[src/fpcn_cfg.svh]
// fpcn_cfg.svh: offsets, field positions and codes of the operand classifier
// assumes inclusion by its bare name, definitions only
`ifndef FPCN_CFG_SVH
`define FPCN_CFG_SVH

// register byte offsets, one 32-bit word each
`define FPCN_OFF_A0 8'h00
`define FPCN_OFF_A1 8'h04
`define FPCN_OFF_A2 8'h08
`define FPCN_OFF_B0 8'h0c
`define FPCN_OFF_B1 8'h10
`define FPCN_OFF_B2 8'h14
`define FPCN_OFF_CTRL 8'h18
`define FPCN_OFF_STAT 8'h1c
`define FPCN_OFF_R0 8'h20
`define FPCN_OFF_R1 8'h24
`define FPCN_OFF_R2 8'h28
`define FPCN_ADDR_BITS 7:0
`define FPCN_HSIZE_WORD 3'h2

// control word fields
`define FPCN_CTRL_GO 0
`define FPCN_CTRL_FMT 2:1
`define FPCN_CTRL_OP 4:3
`define FPCN_CTRL_TRAP 5
`define FPCN_CTRL_W 6
`define FPCN_CTRL_RST 6'h00

// status word fields
`define FPCN_ST_CLS_A 6:0
`define FPCN_ST_CLS_B 13:7
`define FPCN_ST_SIGNALING_NAN 14
`define FPCN_ST_TRAP_SIGNALING_NAN 15
`define FPCN_ST_TRAP_UNIMP 16
`define FPCN_ST_NAN_OUT 17
`define FPCN_ST_DONE 18

// one-hot class bit positions
`define FPCN_CL_NORM 0
`define FPCN_CL_DENORM 1
`define FPCN_CL_ZERO 2
`define FPCN_CL_INF 3
`define FPCN_CL_QNAN 4
`define FPCN_CL_SIGNALING_NAN 5
`define FPCN_CL_UNNORM 6

// single precision fields
`define FPCN_SGL_SIGN 31
`define FPCN_SGL_EXP 30:23
`define FPCN_SGL_FRAC 22:0
`define FPCN_SGL_QBIT 22
`define FPCN_SGL_EXP_MAX 15'h00ff
`define FPCN_SGL_DNAN 32'h7fff_ffff

// double precision fields
`define FPCN_DBL_SIGN 63
`define FPCN_DBL_EXP 62:52
`define FPCN_DBL_FRAC 51:0
`define FPCN_DBL_QBIT 51
`define FPCN_DBL_EXP_MAX 15'h07ff
`define FPCN_DBL_DNAN 64'h7fff_ffff_ffff_ffff

// extended precision fields
`define FPCN_EXT_SIGN 95
`define FPCN_EXT_EXP 94:80
`define FPCN_EXT_RSVD 79:64
`define FPCN_EXT_MANT 63:0
`define FPCN_EXT_INT 63
`define FPCN_EXT_FRAC 62:0
`define FPCN_EXT_QBIT 62
`define FPCN_EXT_EXP_MAX 15'h7fff
`define FPCN_EXT_MANT_ONES 64'hffff_ffff_ffff_ffff

// packed decimal fields
`define FPCN_PK_MARK 94:92
`define FPCN_PK_MARK_ALL 3'h7
`define FPCN_PK_EXP 91:80
`define FPCN_PK_EXP_ALL 12'hfff
`define FPCN_PK_INT 67:64
`define FPCN_PK_FRAC 63:0

`endif

[src/fpcn_pkg.sv]
// fpcn_pkg: types of the operand classifier
// assumes fpcn_cfg.svh for field positions
`default_nettype none

package fpcn_pkg;
	// operand format selected in the control word
	typedef enum logic [1:0] {
		FPCN_FMT_SINGLE,
		FPCN_FMT_DOUBLE,
		FPCN_FMT_EXT,
		FPCN_FMT_PACKED
	} fpcn_fmt_t;

	// operation selected in the control word
	typedef enum logic [1:0] {
		FPCN_OP_DYADIC,
		FPCN_OP_MONADIC,
		FPCN_OP_DEFAULT_NAN
	} fpcn_op_t;

	// one-hot operand class
	typedef logic [6:0] fpcn_class_t;
endpackage : fpcn_pkg

`default_nettype wire

[src/fpcn_core.sv]
// fpcn_core: operand classification and NaN handling with an AHB-Lite register slave
// assumes a single AHB-Lite master, zero-wait-state slave, hclk at 40 MHz
//
// Decided for this implementation: the address map and the AHB-Lite interface to the registers.
`include "fpcn_cfg.svh"
`default_nettype none

module fpcn_core (
	input wire logic hclk,
	input wire logic hresetn,
	input wire logic hsel,
	input wire logic [31:0] haddr,
	input wire logic [1:0] htrans,
	input wire logic hwrite,
	input wire logic [2:0] hsize,
	input wire logic [31:0] hwdata,
	input wire logic hready,
	output logic hreadyout,
	output logic hresp,
	output logic [31:0] hrdata,
	output fpcn_pkg::fpcn_class_t class_a,
	output fpcn_pkg::fpcn_class_t class_b,
	output logic signaling_nan,
	output logic trap_unimpl
);
	import fpcn_pkg::*;

	logic [95:0] opa;
	logic [95:0] opb;
	logic [95:0] res;
	logic [`FPCN_CTRL_W-1:0] ctrl;
	logic [7:0] addr_q;
	logic wr_q;
	logic rd_q;
	logic start;
	logic trap_signaling_nan;
	logic nan_out;
	logic done;
	fpcn_fmt_t res_fmt;
	fpcn_fmt_t fmt;
	fpcn_op_t op;
	fpcn_class_t next_cls_a;
	fpcn_class_t next_cls_b;
	logic nan_a;
	logic nan_b;
	logic signaling_nan_any;
	logic unimpl_any;
	logic dyadic;

	// field decode per format, common class decision except packed, which has its own
	function automatic fpcn_class_t classify(input logic [95:0] v, input fpcn_fmt_t f);
		logic [14:0] e;
		logic [14:0] emax;
		logic fz_min;
		logic fz_max;
		logic qb;
		logic ib;
		fpcn_class_t c;
		e = '0;
		emax = `FPCN_EXT_EXP_MAX;
		fz_min = 1'b0;
		fz_max = 1'b0;
		qb = 1'b0;
		ib = 1'b0;
		c = '0;
		unique case (f)
			FPCN_FMT_SINGLE: begin
				e = {7'h00, v[`FPCN_SGL_EXP]};
				emax = `FPCN_SGL_EXP_MAX;
				fz_min = (v[`FPCN_SGL_FRAC] == '0);
				fz_max = fz_min;
				qb = v[`FPCN_SGL_QBIT];
				ib = 1'b0;
			end
			FPCN_FMT_DOUBLE: begin
				e = {4'h0, v[`FPCN_DBL_EXP]};
				emax = `FPCN_DBL_EXP_MAX;
				fz_min = (v[`FPCN_DBL_FRAC] == '0);
				fz_max = fz_min;
				qb = v[`FPCN_DBL_QBIT];
				ib = 1'b0;
			end
			FPCN_FMT_EXT: begin
				e = v[`FPCN_EXT_EXP];
				emax = `FPCN_EXT_EXP_MAX;
				fz_min = (v[`FPCN_EXT_MANT] == '0);
				fz_max = (v[`FPCN_EXT_FRAC] == '0);
				qb = v[`FPCN_EXT_QBIT];
				ib = v[`FPCN_EXT_INT];
			end
			FPCN_FMT_PACKED: begin
				qb = v[`FPCN_EXT_QBIT];
			end
		endcase
		if (f == FPCN_FMT_PACKED) begin
			// special marks and exponent digits all ones
			if (v[`FPCN_PK_MARK] == `FPCN_PK_MARK_ALL && v[`FPCN_PK_EXP] == `FPCN_PK_EXP_ALL) begin
				if (v[`FPCN_PK_FRAC] == '0)
					c[`FPCN_CL_INF] = 1'b1;
				else if (qb)
					c[`FPCN_CL_QNAN] = 1'b1;
				else
					c[`FPCN_CL_SIGNALING_NAN] = 1'b1;
			end else if (v[`FPCN_PK_INT] == '0 && v[`FPCN_PK_FRAC] == '0) begin
				c[`FPCN_CL_ZERO] = 1'b1;
			end else begin
				c[`FPCN_CL_NORM] = 1'b1;
			end
		end else if (e == '0) begin
			if (fz_min)
				c[`FPCN_CL_ZERO] = 1'b1;
			else if (ib)
				c[`FPCN_CL_NORM] = 1'b1;
			else
				c[`FPCN_CL_DENORM] = 1'b1;
		end else if (e == emax) begin
			if (fz_max)
				c[`FPCN_CL_INF] = 1'b1;
			else if (qb)
				c[`FPCN_CL_QNAN] = 1'b1;
			else
				c[`FPCN_CL_SIGNALING_NAN] = 1'b1;
		end else if (f == FPCN_FMT_EXT && !ib) begin
			c[`FPCN_CL_UNNORM] = 1'b1;
		end else begin
			c[`FPCN_CL_NORM] = 1'b1;
		end
		return c;
	endfunction : classify

	// source NaN with its quiet bit forced; packed moves into extended
	function automatic logic [95:0] quieten(input logic [95:0] v, input fpcn_fmt_t f);
		logic [95:0] r;
		r = '0;
		unique case (f)
			FPCN_FMT_SINGLE: begin
				r[31:0] = v[31:0];
				r[`FPCN_SGL_QBIT] = 1'b1;
			end
			FPCN_FMT_DOUBLE: begin
				r[63:0] = v[63:0];
				r[`FPCN_DBL_QBIT] = 1'b1;
			end
			FPCN_FMT_EXT: begin
				r = v;
				r[`FPCN_EXT_RSVD] = '0;
				r[`FPCN_EXT_QBIT] = 1'b1;
			end
			FPCN_FMT_PACKED: begin
				r[`FPCN_EXT_SIGN] = v[`FPCN_EXT_SIGN];
				r[`FPCN_EXT_EXP] = `FPCN_EXT_EXP_MAX;
				r[`FPCN_EXT_MANT] = v[`FPCN_PK_FRAC];
				r[`FPCN_EXT_QBIT] = 1'b1;
			end
		endcase
		return r;
	endfunction : quieten

	// default NaN, every mantissa bit one
	function automatic logic [95:0] default_nan(input fpcn_fmt_t f);
		logic [95:0] r;
		r = '0;
		unique case (f)
			FPCN_FMT_SINGLE: r[31:0] = `FPCN_SGL_DNAN;
			FPCN_FMT_DOUBLE: r[63:0] = `FPCN_DBL_DNAN;
			FPCN_FMT_EXT, FPCN_FMT_PACKED: begin
				r[`FPCN_EXT_EXP] = `FPCN_EXT_EXP_MAX;
				r[`FPCN_EXT_MANT] = `FPCN_EXT_MANT_ONES;
			end
		endcase
		return r;
	endfunction : default_nan

	// zero-wait-state slave, always OKAY
	assign hreadyout = 1'b1;
	assign hresp = 1'b0;
	assign fmt = fpcn_fmt_t'(ctrl[`FPCN_CTRL_FMT]);
	assign op = fpcn_op_t'(ctrl[`FPCN_CTRL_OP]);

	// address phase capture; writes must be whole-word, reads of any size
	always_ff @(posedge hclk or negedge hresetn) begin
		if (!hresetn) begin
			addr_q <= 8'h00;
			wr_q <= 1'b0;
			rd_q <= 1'b0;
		end else if (hready) begin
			addr_q <= haddr[`FPCN_ADDR_BITS];
			wr_q <= hsel && htrans[1] && hwrite && (hsize == `FPCN_HSIZE_WORD);
			rd_q <= hsel && htrans[1] && !hwrite;
		end
	end

	// operand and control writes in the data phase
	always_ff @(posedge hclk or negedge hresetn) begin
		if (!hresetn) begin
			opa <= '0;
			opb <= '0;
			ctrl <= `FPCN_CTRL_RST;
			start <= 1'b0;
		end else begin
			start <= wr_q && addr_q == `FPCN_OFF_CTRL && hwdata[`FPCN_CTRL_GO];
			if (wr_q) begin
				unique case (addr_q)
					`FPCN_OFF_A0: opa[31:0] <= hwdata;
					`FPCN_OFF_A1: opa[63:32] <= hwdata;
					`FPCN_OFF_A2: opa[95:64] <= hwdata;
					`FPCN_OFF_B0: opb[31:0] <= hwdata;
					`FPCN_OFF_B1: opb[63:32] <= hwdata;
					`FPCN_OFF_B2: opb[95:64] <= hwdata;
					`FPCN_OFF_CTRL: ctrl <= hwdata[`FPCN_CTRL_W-1:0];
					default: ;
				endcase
			end
		end
	end

	// read mux over flops; unmapped offsets read zero
	always_comb begin
		hrdata = 32'h0000_0000;
		if (rd_q) begin
			unique case (addr_q)
				`FPCN_OFF_A0: hrdata = opa[31:0];
				`FPCN_OFF_A1: hrdata = opa[63:32];
				`FPCN_OFF_A2: hrdata = opa[95:64];
				`FPCN_OFF_B0: hrdata = opb[31:0];
				`FPCN_OFF_B1: hrdata = opb[63:32];
				`FPCN_OFF_B2: hrdata = opb[95:64];
				`FPCN_OFF_CTRL: hrdata = {26'h0, ctrl[`FPCN_CTRL_W-1:1], 1'b0};
				`FPCN_OFF_STAT: begin
					hrdata[`FPCN_ST_CLS_A] = class_a;
					hrdata[`FPCN_ST_CLS_B] = class_b;
					hrdata[`FPCN_ST_SIGNALING_NAN] = signaling_nan;
					hrdata[`FPCN_ST_TRAP_SIGNALING_NAN] = trap_signaling_nan;
					hrdata[`FPCN_ST_TRAP_UNIMP] = trap_unimpl;
					hrdata[`FPCN_ST_NAN_OUT] = nan_out;
					hrdata[`FPCN_ST_DONE] = done;
				end
				`FPCN_OFF_R0: hrdata = res[31:0];
				`FPCN_OFF_R1: hrdata = res[63:32];
				`FPCN_OFF_R2: hrdata = res[95:64];
				default: hrdata = 32'h0000_0000;
			endcase
		end
	end

	// classify operand A, and operand B for dyadic operations only, in the current format
	assign dyadic = (op == FPCN_OP_DYADIC);
	assign next_cls_a = classify(opa, fmt);
	assign next_cls_b = dyadic ? classify(opb, fmt) : '0;
	assign nan_a = next_cls_a[`FPCN_CL_QNAN] | next_cls_a[`FPCN_CL_SIGNALING_NAN];
	assign nan_b = next_cls_b[`FPCN_CL_QNAN] | next_cls_b[`FPCN_CL_SIGNALING_NAN];
	assign signaling_nan_any = next_cls_a[`FPCN_CL_SIGNALING_NAN] | next_cls_b[`FPCN_CL_SIGNALING_NAN];
	assign unimpl_any = next_cls_a[`FPCN_CL_DENORM] | next_cls_a[`FPCN_CL_UNNORM]
		| next_cls_b[`FPCN_CL_DENORM] | next_cls_b[`FPCN_CL_UNNORM];

	// class and signaling flag registered when an operation is accepted
	always_ff @(posedge hclk or negedge hresetn) begin
		if (!hresetn) begin
			class_a <= '0;
			class_b <= '0;
			signaling_nan <= 1'b0;
			done <= 1'b0;
		end else if (start) begin
			class_a <= next_cls_a;
			class_b <= next_cls_b;
			signaling_nan <= signaling_nan_any;
			done <= 1'b1;
		end
	end

	// result: NaN handling has priority over the unimplemented trap
	always_ff @(posedge hclk or negedge hresetn) begin
		if (!hresetn) begin
			res <= '0;
			res_fmt <= FPCN_FMT_SINGLE;
			nan_out <= 1'b0;
			trap_signaling_nan <= 1'b0;
			trap_unimpl <= 1'b0;
		end else if (start) begin
			res_fmt <= (fmt == FPCN_FMT_PACKED) ? FPCN_FMT_EXT : fmt;
			nan_out <= 1'b0;
			trap_signaling_nan <= 1'b0;
			trap_unimpl <= 1'b0;
			unique case (op)
				FPCN_OP_DEFAULT_NAN: begin
					res <= default_nan(fmt);
					nan_out <= 1'b1;
				end
				FPCN_OP_DYADIC, FPCN_OP_MONADIC: begin
					if (signaling_nan_any && ctrl[`FPCN_CTRL_TRAP]) begin
						trap_signaling_nan <= 1'b1; // destination left unchanged
					end else if (nan_a) begin
						res <= quieten(opa, fmt);
						nan_out <= 1'b1;
					end else if (nan_b) begin
						res <= quieten(opb, fmt);
						nan_out <= 1'b1;
					end else if (unimpl_any) begin
						trap_unimpl <= 1'b1;
					end
				end
				default: ;
			endcase
		end
	end

	// helper: quiet bit of the held result
	logic res_qbit;
	always_comb begin
		unique case (res_fmt)
			FPCN_FMT_SINGLE: res_qbit = res[`FPCN_SGL_QBIT];
			FPCN_FMT_DOUBLE: res_qbit = res[`FPCN_DBL_QBIT];
			default: res_qbit = res[`FPCN_EXT_QBIT];
		endcase
	end
endmodule : fpcn_core

`default_nettype wire

[config.mk]
export PLATFORM = sky130hd
export DESIGN_NAME = fpcn_core
export DESIGN_NICKNAME = d
export VERILOG_FILES = /design/src/fpcn_pkg.sv /design/src/fpcn_core.sv
export VERILOG_INCLUDE_DIRS = /design/src
export SDC_FILE = /design/constraint.sdc
export NUM_CORES = 1
export LEC_CHECK = 0
export ABC_AREA = 1
export ABC_CLOCK_PERIOD_IN_PS = 3200
export BUFFER_PORTS_ARGS = -buffer_cell sky130_fd_sc_hd__buf_2
export CORE_MARGIN = 2
export CORE_UTILIZATION = 40
export CTS_BUF_LIST = sky130_fd_sc_hd__clkbuf_2
export DETAILED_ROUTE_END_ITERATION = 8
export GPL_TIMING_DRIVEN = 0
export HOLD_SLACK_MARGIN = 0.1
export PLACE_DENSITY_LB_ADDON = 0.25
export SYNTH_ARGS = -nofsm -noshare
export SYNTH_HDL_FRONTEND = slang
export SYNTH_SLANG_ARGS = --single-unit
[constraint.sdc]
create_clock -name hclk -period 3.2 [get_ports hclk]
set_input_delay 0.16 -clock hclk [delete_from_list [all_inputs] [get_ports hclk]]
set_output_delay 0.16 -clock hclk [all_outputs]
set_load 0.05 [all_outputs]
==> After elaboration in Yosys (flattened, before gate mapping) <==
Cells that the tools add are included.
{ "classes": {"mul": 0, "eq_ne": 24, "n_div": 0, "mux": 93, "shifts": 0, "bitwise_logic": 6, "order_cmp": 0, "n_addsub": 0, "reduce_logical": 43} }
{ "ops": {"columns": ["cell", "n"], "rows": [
  ["$pmux W32 S2", 6],
  ["$mux W96", 3],
  ["$pmux W19 S11", 1],
  ["$pmux W96 S2", 1],
  ["$logic_not A64 Y1", 2],
  ["$logic_not A63 Y1", 2],
  ["$pmux W13 S9", 1],
  ["$logic_not A52 Y1", 2],
  ["$pmux W15 S3", 2],
  ["$pmux W16 S2", 2],
  ["$mux W1", 50],
  ["$logic_not A23 Y1", 2],
  ["$eq A8 B5 Y1 const B", 4],
  ["$mux W32", 1],
  ["$eq A15 B15 Y1", 2],
  ["$logic_not A15 Y1", 2],
  ["$pmux W15 S2", 1],
  ["$eq A12 B12 Y1 const B", 2],
  ["$eq A8 B6 Y1 const B", 3],
  ["$pmux W1 S3", 6],
  ["$eq A8 B4 Y1 const B", 2],
  ["$mux W2", 8],
  ["$mux W4", 4],
  ["$mux W15", 1],
  ["21 further kinds", 56]
]} }
{ "totals": {"latch_bits": 0, "mem_count": 0, "in_bits": 74, "ram_bits": 0, "mem_bits_ro": 0, "ff_bits": 324} }

==> Depth between registers and ports, before layout <==
{ "logic_depth": {"word_depth": 16, "depth_mapped": 20, "depth_no_buf": 17} }

==> Least setup slack after synthesis <==
No wires, ideal clock.
{ "synth_path": {"kind": "reg2out", "startpoint": "register addr_q[1]", "endpoint": "output port hrdata[23]", "path_stages_with_launch": 9, "slack_ns": 0.404, "path_buffers": 1, "t_arrival_ns": 2.636, "cell_sequence": "dfrtp_1 > nor2_1 > nand2_1 > nor2_1 > nand2_1 > inv_2 > buf_1 > a221oi_1 > a31oi_1"} }
{ "synth_between": {"elab_chain_len": 3} }
{ "synth_lines": {"columns": ["item", "line_no", "rtl"], "rows": [
  ["start, declared", "fpcn_core.sv:32", "logic [7:0] addr_q;"],
  ["start signal, assigned", "fpcn_core.sv:187", "addr_q <= haddr[`FPCN_ADDR_BITS];"],
  ["$eq A8 B6 Y1, or another cell as far along", "fpcn_core.sv:221", "unique case (addr_q)"],
  ["$pmux W13 S9 (*)", "fpcn_core.sv:221", null],
  ["$mux W32 (*)", "fpcn_core.sv:220", "if (rd_q) begin"],
  ["end, declared", "fpcn_core.sv:20", "output logic [31:0] hrdata,"]
]} }
Every way passes the cells marked *; elsewhere a longest branch is shown, timed or not.

==> Worst setup path after layout <==
{ "layout_path": {"startpoint": "register addr_q[4]", "endpoint": "output port hrdata[9]"} }
{ "layout_between": {"elab_chain_len": 3} }
{ "layout_lines": {"columns": ["item", "line_no"], "rows": [
  ["$eq A8 B6 Y1, or another cell as far along", "fpcn_core.sv:221"],
  ["$pmux W19 S11 (*)", "fpcn_core.sv:221"],
  ["$mux W32 (*)", "fpcn_core.sv:220"]
]} }
Marks and branches as above.

==> impl_metrics.toml <==
[worst_setup_path]
reg2reg_slack_ns = -0.02
worst_ep_required_time_ns = 3.04
r2r-start = "ctrl[1]"
reg2reg_to = "res[58]"
crit_chain = "inv_2 > nor3_4 > buf_6 > buf_6 > nand2_4 > inv_4 > clkbuf_16 > nand2_2 > nand3_4 > o41ai_4 > inv_2 > buf_8"
critical_path_class = "reg -> out"
cp_max_fo = 10
crit_slowest_cell = "dfrtp_2"
r2r_cells = 18
worstSetupEndpointType = "primary output"
critPathMaxStageDelay_ns = 0.48
cp.arrival_ns = 3.30
start_kind = "flop"
critPathLaunch = "addr_q[4]"

[sta]
finalCriticalPeriod_ns = 3.46
rsz0062_at_grt = "yes"
finClkSkew_ns = 0.136
fin_ws_ns = -0.264
drv_slew = 0
final-hold-violation-count = 0
worstMarginPinSlew_ns = 1.01
max_freq_ghz = 0.289
timing.hold.ws_ns = 0.134
setup_viol = 36
min_period_over_period = 1.08
relSlewSlack = 0.325

[floorplanning]
fp.dieArea_mm2 = 0.0435
placementRows = 74
io_pins = 124
initial_core_util = 0.407
core_mm2 = 0.0411
die_w_um = 209
die_height_um = 209

[synth]
yosys.area.top_type = "dfrtp_1"
ys_seq_area_frac = 0.459
synth_seq_cells = 307
synth_cells = 2283
synth_nets = 2357
synth_top_area_share = 0.459
synth_area_per_cell_um2 = 7.33
synth_edf_count = 0
ys_types = 48
synthFlopType = "dfrtp_1"
synth_area_leaders = "dfrtp_1 46%, nand2_1 16%, o21ai_0 7.4%"
synth.cell_area_mm2 = 0.0167
synthArstFlopShare = 1.00
synth_warnings = 0

[min_path]
holdCritPathClass = "in -> async"

[route]
via_per_inst = 6.01
first_pass_iters = 6
drt_iter0_markers = 2929
wl_per_cell_um = 27.0
num_vias = 19600
drcViolationCount = 0
antenna_left = 0
wirelength_um = 88200

[place]
place.gp.congestion = 1.02
hpwlAfterDp_um = 62200
dp_cells = 2912
dpl_worst_slack_ns = -0.913
port-buffer-count = 95

[finish]
final_common_cell = "nand2_1"
nNetsFinal = 2737
final_cell_mix = "677 x nand2_1, 302 x dfrtp_1, 228 x o21ai_0"
drive_gt1_frac = 0.230
fillerInstances = 3945
instances_no_fill = 3262
area_growth_pct = 36.5

[cts]
clock_latency_ns = 1.20
cts_tree = "done"
root_buffer = "clkbuf_2"
cts_inserted_buffers = 85
clockBufferDepth = 3
cts_num_sinks = 307
cts_max_level = 3
clk_transition_reported_paths_ns = 0.13

[global_routing]
grt_pass1_wl_um = 125000
grtUsageTotal = 0.395
antenna_found_initial = 3
grt_max_degree = 113
grt_overflow = 0
grt_pass1_vias = 18200

[power]
power_mw = 8.45
peakVddDrop_mv = 0.241
leakagePower_nw = 11.8
p_per_area_mw_per_mm2 = 370

[run]
maxCapViolCount = 0

[run_status]
violations = "negative setup slack"
status = "finished with violations"
-- worst max-delay path by stage --
stage                            end  slack [ns]  cells after the start
after CTS                 hrdata[21]       -0.23                     12
after global placement        res[7]       -3.93                      1
final                      hrdata[9]       -0.26                     12
after global routing      hrdata[18]       -0.40                     13
after detailed placement  hrdata[20]       -0.91                      9
after floorplan           hrdata[23]        0.40                      8
-- critical path: cells and delay by family, from the launching register on --
family	cells	cell delay, ns
AOI/OAI and AO/OA	1	0.40
buffers and inverters	7	0.89
DFF	1	0.48
and+or+nand+nor	4	0.34
-- synth_stat cells, drive strengths merged, types with 5 or more instances --
master / n
nand3: 226
nor4: 10
a21oi: 104
nor2: 164
nor3: 11
o21a: 5
a31oi: 16
buf: 53
inv: 180
clkbuf: 92
a221oi: 39
nand3b: 5
nand4: 43
dfrtp: 307
a32o: 15
o22ai: 11
o21ai: 253
nand2: 715
-- through the flow --
stage          utilization  TNS (ns)  cell area [um2]
2_1_floorplan            -         0            16700
3_3_place_gp         0.435  -1248.83            17900
3_5_place_dp         0.437    -62.76            17900
4_1_cts              0.525     -5.42            21600
5_1_grt              0.556     -8.24            22900
6_report             0.556     -5.90            22900
-- where the power goes --
part / switching, mW / internal [mW]
Clock: 1.89 / 1.14
Combinational: 0.897 / 0.488
Sequential: 0.0958 / 3.94
-- cell type report --
class,instances,area [um2],share of cell area
diodes,7,17.5,0.000766
plain buffers,141,1190,0.0519
repair buffers,297,2820,0.123
clock buffers,114,571,0.0250
multi-input cells,1648,8970,0.393
inverters,183,746,0.0326
well taps,532,666,0.0291
clock inverters,33,191,0.00837
flip-flops and latches,307,7690,0.336
-- routing by layer --
metal | vias up | GRT usage | wire [um] | part of all wire
li1 | 8408 | - | - | -
met1 | 9510 | 0.554 | 35900 | 0.41
met2 | 1411 | 0.569 | 36700 | 0.42
met3 | 272 | 0.128 | 11800 | 0.13
met4 | 0 | 0.146 | 3860 | 0.044
met5 | - | 0 | 0 | 0
-- cells by family after synthesis --
logic type	count (synthesis)	share of synthesized area
muxes	2	0.00135
other	2	0.000449
buffers and inverters	328	0.0840
and+or+nand+nor	1180	0.296
AOI/OAI and AO/OA	464	0.159
DFF	307	0.459
-- registers in the layout (all words and copies together), names as in the netlist --
name / flops
addr_q: 8
rd_q: 1
signaling_nan: 1
opa: 96
trap_unimpl: 1
wr_q: 1
trap_signaling_nan: 1
ctrl: 5
done: 1
nan_out: 1
start: 1
res: 80
class_b: 7
opb: 96
class_a: 7
-- timing repair --
action	CTS	global route
buffers inserted	44	41
endpoints found under the setup margin	179	114
resized for setup	364	208
endpoints found under the hold margin	515	0
pin swaps	42	58
gates cloned	4	3
hold buffers	108	0
(Power assumes the default switching activity.)
